[src/hdl/swtv_consts.svh]
/*
  offsets, field positions, reset values and widths of the sleep, wake and
  trap vector control block. assumes inclusion by bare name from hdl/.
*/
`ifndef SWTV_CONSTS_SVH
`define SWTV_CONSTS_SVH
`define SWTV_CSR_AW 12
`define SWTV_CSR_TVEC 12'h305
`define SWTV_CSR_ISCFG 12'h804
`define SWTV_SCTL_ADDR 8'h10
`define SWTV_SCTL_RST_BIT 31
`define SWTV_SCTL_EVT_BIT 5
`define SWTV_SCTL_PEND_BIT 4
`define SWTV_SCTL_W2E_BIT 3
`define SWTV_SCTL_DEEP_BIT 2
`define SWTV_SCTL_EXIT_BIT 1
`define SWTV_ISC_NEST_BIT 1
`define SWTV_ISC_HWS_BIT 0
`define SWTV_TV_FORM_BIT 1
`define SWTV_TV_SEL_BIT 0
`define SWTV_PRIO_PREEMPT_BIT 7
`define SWTV_RESET_WORD 32'h00000000
`define SWTV_NIRQ 32
`define SWTV_RST_PULSE_CYC 4
`endif

[src/hdl/swtv_pkg.sv]
/*
  types shared by the sleep, wake and trap vector control block.
  assumes the constants header sits beside it.
*/
package swtv_pkg;
  typedef enum logic [2:0] {
    SWTV_RUN = 3'h1,
    SWTV_SLEEP = 3'h2,
    SWTV_DEEP = 3'h4
  } swtv_pwr_e;

  typedef struct packed {
    logic wfi;
    logic wait_for_event_instr;
    logic mret;
  } swtv_core_ev_s;

  typedef struct packed {
    logic req;
    logic we;
    logic [11:0] addr;
    logic [31:0] wdata;
    logic mmode;
  } swtv_csr_req_s;
endpackage

[src/hdl/swtv_ctrl.sv]
/*
  sleep, wake and trap vector control beside a small core: the system sleep
  control register, the interrupt system config and trap vector csrs, wake
  logic for event and interrupt waits, and low-power mode requests.
  assumes the core gives one-cycle wait/return pulses and csr requests on
  ref_clk; irq pending and enable vectors are same-clock levels.
*/
`include "swtv_consts.svh"
// Overview of operation
// - writing one to bit 31 pulses whole-chip reset; bit self-clears; zero does nothing
// - writing one to bit 5 raises a wake event releasing an event wait
// - pending_irq_wakes set: enabled events and any pending interrupt wake an event wait
// - pending_irq_wakes clear: only enabled events wake an event wait, only enabled interrupts an interrupt wait
// - a wake before any event wait is remembered; next wait finishes at once
// - bit 3 set makes every wait-for-interrupt instruction behave as an event wait; the sleep on return still waits for an interrupt
// - bit 2 picks deep sleep (one) or ordinary sleep (zero)
// - bit 1 set enters low power on handler return, else resume main
// - vendor csrs live in a 12-bit csr address space
// - vendor csrs are reachable only in machine mode
// - bit 1 of csr 0x804 enables nesting, resets to zero
// - bit 0 of csr 0x804 enables hardware context saving, resets to zero
// - trap vector csr 0x305 bits 31:2 hold the table base, read-write
// - trap vector bit 1 selects jump-instruction or absolute-address entries
// - trap vector bit 0 selects common entry or, for interrupts only, base plus number times four
// - with nesting, bit 7 of each priority byte is the preemption bit
module swtv_ctrl #(
  parameter int NIRQ = `SWTV_NIRQ
)(
  input wire logic ref_clk,
  input wire logic nrst,
  input wire logic clk_en,
  input wire swtv_pkg::swtv_csr_req_s csr_req,
  output logic [31:0] csr_rdata_ff,
  output logic csr_ack_ff,
  output logic csr_err_ff,
  input wire logic sctl_we,
  input wire logic sctl_re,
  input wire logic [7:0] sctl_addr,
  input wire logic [31:0] sctl_wdata,
  output logic [31:0] sctl_rdata_ff,
  input wire swtv_pkg::swtv_core_ev_s core_ev,
  input wire logic ext_event,
  input wire logic [NIRQ-1:0] irq_pend,
  input wire logic [NIRQ-1:0] irq_en,
  input wire logic [NIRQ-1:0][7:0] irq_prio,
  input wire logic trap_is_irq,
  input wire logic [$clog2(NIRQ)-1:0] trap_num,
  output logic [31:0] trap_entry_ff,
  output logic entry_is_addr_ff,
  output logic [NIRQ-1:0] preempt_ff,
  output logic nest_en_ff,
  output logic hw_save_en_ff,
  output logic sys_reset_req_ff,
  output logic core_release_ff,
  output logic core_stalled_ff,
  output swtv_pkg::swtv_pwr_e pwr_mode_ff
);
  import swtv_pkg::*;

  if (NIRQ < 2 || NIRQ > 256)
  begin : g_nirq_chk
    $error("swtv_ctrl: NIRQ out of range");
  end

  // control register fields
  logic pend_wake_ff;
  logic wfi_as_wfe_ff;
  logic deep_sel_ff;
  logic exit_sleep_ff;
  logic [31:0] tvec_ff;
  logic [2:0] rst_cnt_ff;
  logic evt_latch_ff;
  logic wait_evt_ff;
  logic wait_irq_ff;
  logic evt_meta_ff;
  logic evt_sync_ff;

  logic sctl_hit;
  logic csr_ok;
  logic csr_wr;
  logic any_irq_wake;
  logic wake_evt;
  logic evt_wait_cmd;
  logic irq_wait_cmd;
  logic wake_any;

  assign sctl_hit = (sctl_addr == `SWTV_SCTL_ADDR);
  // vendor csrs answer only in machine mode; other modes get an error
  assign csr_ok = csr_req.mmode;
  assign csr_wr = csr_req.req && csr_req.we && csr_ok;

  // the external event may come from a pin: two flops before any logic reads it,
  // which costs two cycles of wake latency but keeps metastability out of the latch
  always_ff @(posedge ref_clk)
  begin
    if (!nrst)
    begin
      evt_meta_ff <= 1'b0;
      evt_sync_ff <= 1'b0;
    end
    else if (clk_en)
    begin
      evt_meta_ff <= ext_event;
      evt_sync_ff <= evt_meta_ff;
    end
  end

  // wake sources: with pending wakes on, any pending irq counts
  always_comb
  begin
    if (pend_wake_ff)
      any_irq_wake = |irq_pend;
    else
      any_irq_wake = |(irq_pend & irq_en);
  end

  assign wake_evt = evt_sync_ff
    || (sctl_we && sctl_hit && sctl_wdata[`SWTV_SCTL_EVT_BIT])
    || (pend_wake_ff && any_irq_wake);

  // an interrupt wait turns into an event wait under bit 3
  assign evt_wait_cmd = core_ev.wait_for_event_instr || (core_ev.wfi && wfi_as_wfe_ff);
  assign irq_wait_cmd = core_ev.wfi && !wfi_as_wfe_ff;
  assign wake_any = (wait_evt_ff && (wake_evt || evt_latch_ff))
    || (wait_irq_ff && |(irq_pend & irq_en));

  // system sleep control register bits
  always_ff @(posedge ref_clk)
  begin
    if (!nrst)
    begin
      pend_wake_ff <= 1'b0;
      wfi_as_wfe_ff <= 1'b0;
      deep_sel_ff <= 1'b0;
      exit_sleep_ff <= 1'b0;
    end
    else if (clk_en && sctl_we && sctl_hit)
    begin
      pend_wake_ff <= sctl_wdata[`SWTV_SCTL_PEND_BIT];
      wfi_as_wfe_ff <= sctl_wdata[`SWTV_SCTL_W2E_BIT];
      deep_sel_ff <= sctl_wdata[`SWTV_SCTL_DEEP_BIT];
      exit_sleep_ff <= sctl_wdata[`SWTV_SCTL_EXIT_BIT];
    end
  end

  // reset request: stretched pulse, nothing stored so reads see zero
  always_ff @(posedge ref_clk)
  begin
    if (!nrst)
    begin
      rst_cnt_ff <= 3'h0;
      sys_reset_req_ff <= 1'b0;
    end
    else if (clk_en)
    begin
      if (sctl_we && sctl_hit && sctl_wdata[`SWTV_SCTL_RST_BIT])
        rst_cnt_ff <= 3'(`SWTV_RST_PULSE_CYC);
      else if (rst_cnt_ff != 3'h0)
        rst_cnt_ff <= rst_cnt_ff - 3'h1;
      sys_reset_req_ff <= (sctl_we && sctl_hit && sctl_wdata[`SWTV_SCTL_RST_BIT])
        || (rst_cnt_ff > 3'h1);
    end
  end

  // remembered event: set wins over consume in the same cycle
  always_ff @(posedge ref_clk)
  begin
    if (!nrst)
      evt_latch_ff <= 1'b0;
    else if (clk_en)
    begin
      // a new event meeting a wait that eats the old one stays remembered
      if (wake_evt && !wait_evt_ff && (!evt_wait_cmd || evt_latch_ff))
        evt_latch_ff <= 1'b1;
      else if (evt_wait_cmd && evt_latch_ff)
        evt_latch_ff <= 1'b0;
      else if (wait_evt_ff && evt_latch_ff)
        evt_latch_ff <= 1'b0;
    end
  end

  // wait tracking and low-power mode
  always_ff @(posedge ref_clk)
  begin
    if (!nrst)
    begin
      wait_evt_ff <= 1'b0;
      wait_irq_ff <= 1'b0;
      core_release_ff <= 1'b0;
      core_stalled_ff <= 1'b0;
      pwr_mode_ff <= SWTV_RUN;
    end
    else if (clk_en)
    begin
      core_release_ff <= 1'b0;
      if (wake_any)
      begin
        wait_evt_ff <= 1'b0;
        wait_irq_ff <= 1'b0;
        core_release_ff <= 1'b1;
        core_stalled_ff <= 1'b0;
        pwr_mode_ff <= SWTV_RUN;
      end
      else if (evt_wait_cmd && (evt_latch_ff || wake_evt))
        core_release_ff <= 1'b1;
      else if (evt_wait_cmd || irq_wait_cmd || (core_ev.mret && exit_sleep_ff))
      begin
        wait_evt_ff <= evt_wait_cmd;
        wait_irq_ff <= irq_wait_cmd || core_ev.mret;
        core_stalled_ff <= 1'b1;
        pwr_mode_ff <= deep_sel_ff ? SWTV_DEEP : SWTV_SLEEP;
      end
    end
  end

  // sleep control read-back: reset and event bits are write-only
  always_ff @(posedge ref_clk)
  begin
    if (!nrst)
      sctl_rdata_ff <= `SWTV_RESET_WORD;
    else if (clk_en && sctl_re)
    begin
      sctl_rdata_ff <= `SWTV_RESET_WORD;
      if (sctl_hit)
      begin
        sctl_rdata_ff[`SWTV_SCTL_PEND_BIT] <= pend_wake_ff;
        sctl_rdata_ff[`SWTV_SCTL_W2E_BIT] <= wfi_as_wfe_ff;
        sctl_rdata_ff[`SWTV_SCTL_DEEP_BIT] <= deep_sel_ff;
        sctl_rdata_ff[`SWTV_SCTL_EXIT_BIT] <= exit_sleep_ff;
      end
    end
  end

  // csr writes, machine mode only
  always_ff @(posedge ref_clk)
  begin
    if (!nrst)
    begin
      nest_en_ff <= 1'b0;
      hw_save_en_ff <= 1'b0;
      tvec_ff <= `SWTV_RESET_WORD;
    end
    else if (clk_en && csr_wr)
    begin
      if (csr_req.addr == `SWTV_CSR_ISCFG)
      begin
        nest_en_ff <= csr_req.wdata[`SWTV_ISC_NEST_BIT];
        hw_save_en_ff <= csr_req.wdata[`SWTV_ISC_HWS_BIT];
      end
      if (csr_req.addr == `SWTV_CSR_TVEC)
        tvec_ff <= csr_req.wdata;
    end
  end

  // csr reads and answers
  always_ff @(posedge ref_clk)
  begin
    if (!nrst)
    begin
      csr_rdata_ff <= `SWTV_RESET_WORD;
      csr_ack_ff <= 1'b0;
      csr_err_ff <= 1'b0;
    end
    else if (clk_en)
    begin
      csr_ack_ff <= csr_req.req && csr_ok;
      csr_err_ff <= csr_req.req && !csr_ok;
      csr_rdata_ff <= `SWTV_RESET_WORD;
      if (csr_req.req && csr_ok && csr_req.addr == `SWTV_CSR_ISCFG)
      begin
        csr_rdata_ff[`SWTV_ISC_NEST_BIT] <= nest_en_ff;
        csr_rdata_ff[`SWTV_ISC_HWS_BIT] <= hw_save_en_ff;
      end
      else if (csr_req.req && csr_ok && csr_req.addr == `SWTV_CSR_TVEC)
        csr_rdata_ff <= tvec_ff;
    end
  end

  // entry form flag and per-interrupt preemption bit
  always_ff @(posedge ref_clk)
  begin
    if (!nrst)
      entry_is_addr_ff <= 1'b0;
    else if (clk_en)
      entry_is_addr_ff <= tvec_ff[`SWTV_TV_FORM_BIT];
  end

  for (genvar i = 0; i < NIRQ; i++)
  begin : g_pre
    always_ff @(posedge ref_clk)
    begin
      if (!nrst)
        preempt_ff[i] <= 1'b0;
      else if (clk_en)
        preempt_ff[i] <= nest_en_ff && irq_prio[i][`SWTV_PRIO_PREEMPT_BIT];
    end
  end

  swtv_irq_vec #(
    .NIRQ(NIRQ)
  ) u_vec (
    .ref_clk(ref_clk),
    .nrst(nrst),
    .clk_en(clk_en),
    .tvec(tvec_ff),
    .is_irq(trap_is_irq),
    .irq_num(trap_num),
    .entry_addr_ff(trap_entry_ff)
  );
endmodule

[src/hdl/swtv_irq_vec.sv]
/*
  trap entry address former: picks the entry slot from the vector base and
  the interrupt number. assumes same-clock inputs; output is registered.
*/
`include "swtv_consts.svh"
module swtv_irq_vec #(
  parameter int NIRQ = `SWTV_NIRQ
)(
  input wire logic ref_clk,
  input wire logic nrst,
  input wire logic clk_en,
  input wire logic [31:0] tvec,
  input wire logic is_irq,
  input wire logic [$clog2(NIRQ)-1:0] irq_num,
  output logic [31:0] entry_addr_ff
);
  if (NIRQ < 2 || NIRQ > 256)
  begin : g_nirq_chk
    $error("swtv_irq_vec: NIRQ out of range");
  end

  logic [31:0] base;
  logic [31:0] nxt_entry_addr;

  always_comb
  begin
    base = {tvec[31:2], 2'b00};
    // offset by number*4 only in the per-interrupt mode, and only for interrupts
    if (tvec[`SWTV_TV_SEL_BIT] && is_irq)
      nxt_entry_addr = base + {{(30 - $clog2(NIRQ)){1'b0}}, irq_num, 2'b00};
    else
      nxt_entry_addr = base;
  end

  always_ff @(posedge ref_clk)
  begin
    if (!nrst)
      entry_addr_ff <= `SWTV_RESET_WORD;
    else if (clk_en)
      entry_addr_ff <= nxt_entry_addr;
  end
endmodule

[config.mk]
export PLATFORM = sky130hd
export DESIGN_NAME = swtv_ctrl
export DESIGN_NICKNAME = d
export VERILOG_FILES = /design/src/hdl/swtv_pkg.sv /design/src/hdl/swtv_ctrl.sv /design/src/hdl/swtv_irq_vec.sv
export VERILOG_INCLUDE_DIRS = /design/src /design/src/hdl
export SDC_FILE = /design/constraint.sdc
export NUM_CORES = 1
export LEC_CHECK = 0
export ABC_AREA = 0
export BUFFER_PORTS_ARGS = -buffer_cell sky130_fd_sc_hd__buf_2
export CAP_MARGIN = 5
export CELL_PAD_IN_SITES_DETAIL_PLACEMENT = 1
export CELL_PAD_IN_SITES_GLOBAL_PLACEMENT = 1
export CORE_AREA = 2 2 218 220
export CTS_BUF_LIST = sky130_fd_sc_hd__clkbuf_4 sky130_fd_sc_hd__clkbuf_8
export CTS_CLUSTER_SIZE = 8
export DETAILED_ROUTE_END_ITERATION = 12
export DIE_AREA = 0 0 220 222
export PLACE_DENSITY_LB_ADDON = 0.1
export SLEW_MARGIN = 15
export SYNTH_ARGS = -nofsm -noshare
export SYNTH_HDL_FRONTEND = slang
export SYNTH_SLANG_ARGS = --single-unit
[constraint.sdc]
create_clock -name ref_clk -period 4.2 [get_ports ref_clk]
set_input_delay 0.63 -clock ref_clk [delete_from_list [all_inputs] [get_ports ref_clk]]
set_output_delay 0.63 -clock ref_clk [all_outputs]
set_load 0.005 [all_outputs]
## Yosys cells after proc, flatten, opt, wreduce, memory -nomap -nowiden

Cells that the tools add are included.

| cells by class | value |
|---|---|
| order comparisons | 1 |
| eq/ne operators | 4 |
| reduce and logical (&&, ||, !) cells | 82 |
| bitwise logic cells | 1 |
| muxes and demuxes | 26 |
| add/subtract/negate cells | 2 |

Operator list:

| operator | number |
|---|---|
| two-way mux 32 bit | 2 |
| OR reduction 32 bit | 2 |
| logical AND 1 bit | 57 |
| adder 32 x 7 -> 32 bit | 1 |
| AND 32 bit | 1 |
| two-way mux 30 bit | 1 |
| two-way mux 3 bit | 6 |
| two-way mux 1 bit | 15 |
| equality test 12 x 10 -> 1 bit (second input constant) | 1 |
| equality test 12 bit (second input constant) | 1 |
| logical OR 1 bit | 10 |
| equality test 8 x 5 -> 1 bit (second input constant) | 1 |
| AND reduction 2 bit | 4 |
| nonzero test 3 bit | 2 |
| logical NOT 1 bit | 4 |
| two-way mux 4 bit | 1 |
| nonzero test 2 bit | 2 |
| > comparator 3 x 1 -> 1 bit (second input constant) | 1 |
| AND reduction 3 bit | 1 |
| subtractor 3 x 1 -> 3 bit (second input constant) | 1 |
| two-way mux 2 bit | 1 |
| inequality test 2 bit (second input constant) | 1 |

| word-level totals | value |
|---|---|
| logic and storage cells | 171 |
| register bits after elaboration | 155 |

## Depth between registers and ports, before layout

| depth | value |
|---|---|
| depth in word-level cells | 10 |
| mapped depth | 10 |

## Modules after synthesis

Synthesis repeated with hierarchy kept, for this count alone.

| second synthesis, totals | value |
|---|---|
| cell total of the unflattened synthesis | 815 |
| area total of the unflattened synthesis | 7115.6 um^2 |

By module, submodules not included:

| module | instances | cells each | sequential area each (um^2) | area each (um^2) |
|---|---|---|---|---|
| swtv_ctrl | 1 | 599 | 2462.4 | 5340.1 |
| swtv_irq_vec | 1 | 216 | 600.6 | 1775.5 |

## Least setup slack after synthesis

No wires, ideal clock.

| path | value |
|---|---|
| kind | input to register |
| start point | input port trap_num[0] |
| end point | register u_vec.entry_addr_ff[30] |
| cell stages on the path | 9 |
| path slack | 1.614 ns |
| required time | 4.109 ns |
| arrival | 2.495 ns |
| buffers on the path | 0 |
| path through | ha_1 > inv_1 > fa_1 > nor2b_1 > o21ai_0 > a21boi_1 > o211ai_4 > or4_1 > a311oi_1 |

| between the ends | value |
|---|---|
| longest elaborated chain between the ends | 2 |

RTL lines:

| item | RTL line | text |
|---|---|---|
| start: declaration | swtv_ctrl.sv:47 | `input wire logic [$clog2(NIRQ)-1:0] trap_num,` |
| adder 32 x 7 -> 32 bit | swtv_irq_vec.sv:30 | `nxt_entry_addr = base + {{(30 - $clog2(NIRQ)){1'b0}}, irq_num, 2'b00};` |
| two-way mux 32 bit | swtv_irq_vec.sv:29 | `` if (tvec[`SWTV_TV_SEL_BIT] && is_irq) `` |
| end signal: assignment | swtv_irq_vec.sv:38 | `` entry_addr_ff <= `SWTV_RESET_WORD; `` |
| end signal: assignment | swtv_irq_vec.sv:40 | `entry_addr_ff <= nxt_entry_addr;` |
| end: declaration | swtv_irq_vec.sv:15 | `output logic [31:0] entry_addr_ff` |

Every way passes these cells.
A chain may end at the register's enable or synchronous reset.

## Worst setup path after layout

| path | value |
|---|---|
| start point | register tvec_ff[2] |
| end point | register u_vec.entry_addr_ff[30] |

| between the ends | value |
|---|---|
| longest elaborated chain between the ends | 2 |

RTL lines:

| item | RTL line | text |
|---|---|---|
| start: declaration | swtv_ctrl.sv:70 | `logic [31:0] tvec_ff;` |
| start signal: assignment | swtv_ctrl.sv:241 | `` tvec_ff <= `SWTV_RESET_WORD; `` |
| start signal: assignment | swtv_ctrl.sv:251 | `tvec_ff <= csr_req.wdata;` |
| adder 32 x 7 -> 32 bit | swtv_irq_vec.sv:30 |  |
| two-way mux 32 bit | swtv_irq_vec.sv:29 |  |

Every way passes these cells.

==> flow_summary.toml <==
[status]
outcome = "finished clean"

[timing]
fin_worst_skew_ps = 14.96
slew_violations = 0
finalHoldViolations = 0
finalCritPeriodShare_pct = 65.80
grt_setup_unrepaired = "no"
layout_setup_ws_ps = 1436
worstMarginPinSlew_ps = 931.6
period_minus_slack_ps = 2764
max_freq_mhz = 361.8
setup_tns_ps = 0
slew_headroom_pct = 37.80
setup_viol = 0

[logic_synthesis]
yosysWarnings = 0
yosysMostFrequentCell = "dfxtp_1"
ys_ff_latch = 153
netlist_instances = 808
async_flop_share_pct = 0
synth_commonest_cells = "dfxtp_1, nand2_1, a21oi_1, nor2_1, a22oi_1"
ys.flop_type = "dfxtp_1"
syn-cell-area_sq_um = 6738
syn_area_per_cell_sq_um = 8.339
yosysTopAreaCellShare_pct = 45.46
synth_edf_count = 0
yosysTopAreaCell = "dfxtp_1"
synth_cell_types = 60
synth_area_leaders = "dfxtp_1, a21oi_1, nand2_1, a22oi_1, nor2_1"
yosysSeqAreaShare_pct = 45.46

[die]
core_sq_um = 46260
rows = 79
die_h_um = 222
initial_core_util_pct = 14.57
die_x_um = 220
io_pins = 561
die-area_sq_um = 48840

[setup_path]
path_class = "reg -> reg"
start_kind = "register"
endpoint_kind = "register"
critPathRequiredTime_ps = 4610
worstPathMaxFanout = 11
critPathArrivalTime_ps = 3180

[place]
placement.io_buffers = 280
globalplace.congestion = 0.6764
post-place-ws_ps = 936.7
hpwlAfterDp_um = 21860

[global_routing]
antenna_found_initial = 3
grt_pass1_wl_um = 44080
grt.total_usage_pct = 12.15
grt_overflow = 0
grt_pass1_vias = 7058
grt_start_max_net_pins = 67

[power_and_ir_drop]
p_leak_nw = 3.767
p_total_mw = 3.263
max-vdd-ir-drop_mv = 0.1878
p_per_area_nw_per_um2 = 357.2

[detailed_routing]
ant_nets = 0
remaining_drc_errors = 0
vias = 6761
first_pass_iters = 4
wl_per_cell_um = 17.74
avgViaCountPerCell = 4.020
drtIter0Drc = 268
routed_wl_um = 29840

[hold_path]
min_path_type = "in -> reg"

[cts]
cts_sinks = 153
clk_latency_ps = 510
postCtsResizedCells = 0
clock-root-buffer = "clkbuf_8"
cts_tree = "yes"
cts_made_buffers = 17
clk_pin_slew_ps = 90
postCtsSetupRepairBufs = 0
ctsHoldBuffers = 0
clk_path_buf_depth = 2
htreeDepth = 4

[final_layout]
area_delta_synth_final_pct = 35.58
finish.utilization_pct = 19.75
drive_above_1_share_pct = 31.19
nets = 1494

[job]
cap_violations = 0
-- worst max-delay path: stages, from the launching register on --
cell,delay (ps)
dfxtp_1,390
ha_1,200
inv_1,60
fa_1,380
nor2b_1,160
o21ai_0,140
a21boi_1,180
buf_4,240
o211ai_4,120
or4_1,520
a311oi_1,270
-- power breakdown --
part	total (mW)	internal [mW]	switching, mW	leakage, nW
Clock	1.39	0.768	0.619	0.229
Sequential	1.51	1.49	0.0214	1.24
Combinational	0.369	0.162	0.206	2.30
-- layer usage --
layer | part of all wire, % | vias to the layer above | global-route usage, %
met5 | 0 | - | 0
met4 | 1.4 | 0 | 3.897
met3 | 5.7 | 20 | 2.990
met2 | 47 | 197 | 20.13
met1 | 46 | 3227 | 15.36
li1 | - | 3317 | -
-- kinds of logic (layout without fill, tap and decap cells) --
logic type	count (synthesis)	in the layout	synth area share (%)
muxes	11	11	1.653
adders and majority gates	9	9	1.783
DFF	153	153	45.46
xor gates and xnor gates	21	21	2.730
AOI/OAI and AO/OA	213	213	20.22
other	1	31	0.05566
buffers and inverters	99	336	7.409
and+or+nand+nor	301	301	20.69
-- cell type report --
cell class | count | area (sq um)
flip-flops and latches | 153 | 3063
clock inverters | 7 | 165.2
diodes | 1 | 2.502
repair buffers | 292 | 1494
clock buffers | 23 | 297.8
fillers | 5544 | 37120
multi-input cells | 585 | 3298
well taps | 607 | 759.5
inverters | 14 | 55.05
-- flip-flops by register name (all words and copies together), names as in the netlist, 3 cells and up --
signal,count
tvec_ff,32
csr_rdata_ff,32
pwr_mode_ff,3
rst_cnt_ff,3
u_vec.entry_addr_ff,30
sctl_rdata_ff,4
preempt_ff,32
-- path summary, 6_finish.rpt --
path	startpoint	to	slack, ps	cells after the start
worst max-delay path	tvec_ff[2]	u_vec.entry_addr_ff[30]	1440	10
worst min-delay path	irq_prio[183]	preempt_ff[22]	350	3
worst max register to register	tvec_ff[2]	u_vec.entry_addr_ff[30]	1440	10
worst min register to register	pwr_mode_ff[0]	pwr_mode_ff[0]	460	2
-- through the flow --
| step | area [sq um] | hold slack [ps] | cells |
|---|---|---|---|
| 2_1_floorplan | 6847 | 442.1 | 837 |
| 3_3_place_gp | 8670 | 431.2 | 1651 |
| 3_5_place_dp | 8670 | 450.6 | 1651 |
| 4_1_cts | 9133 | 292.6 | 1681 |
| 5_1_grt | 9133 | 316.4 | 1681 |
| 6_report | 9135 | 347.0 | 1682 |
-- layout by cell type, fill, tap and decap left out, types with 3 or more instances in the layout --
master and count:
buf_2 279, dfxtp_1 153, nand2_1 112, a21oi_1 85, nor2_1 71, a22oi_1 52, nand3_1 43, conb_1 30
o21ai_0 29, xor2_1 20, clkbuf_8 20, buf_4 13, inv_1 12, nand4_1 11, nor4_1 10, nor3_1 10
mux2i_1 10, and3_1 9, ha_1 8, a211oi_1 6, and4_1 6, o2111ai_1 5, o211ai_1 5, bufinv_16 5
nor2b_1 4, a311oi_1 4, or3_1 4, nand2b_1 3, a22o_1 3, and2_1 3, a21o_1 3, clkbuf_4 3
(Power assumes the default switching activity.)
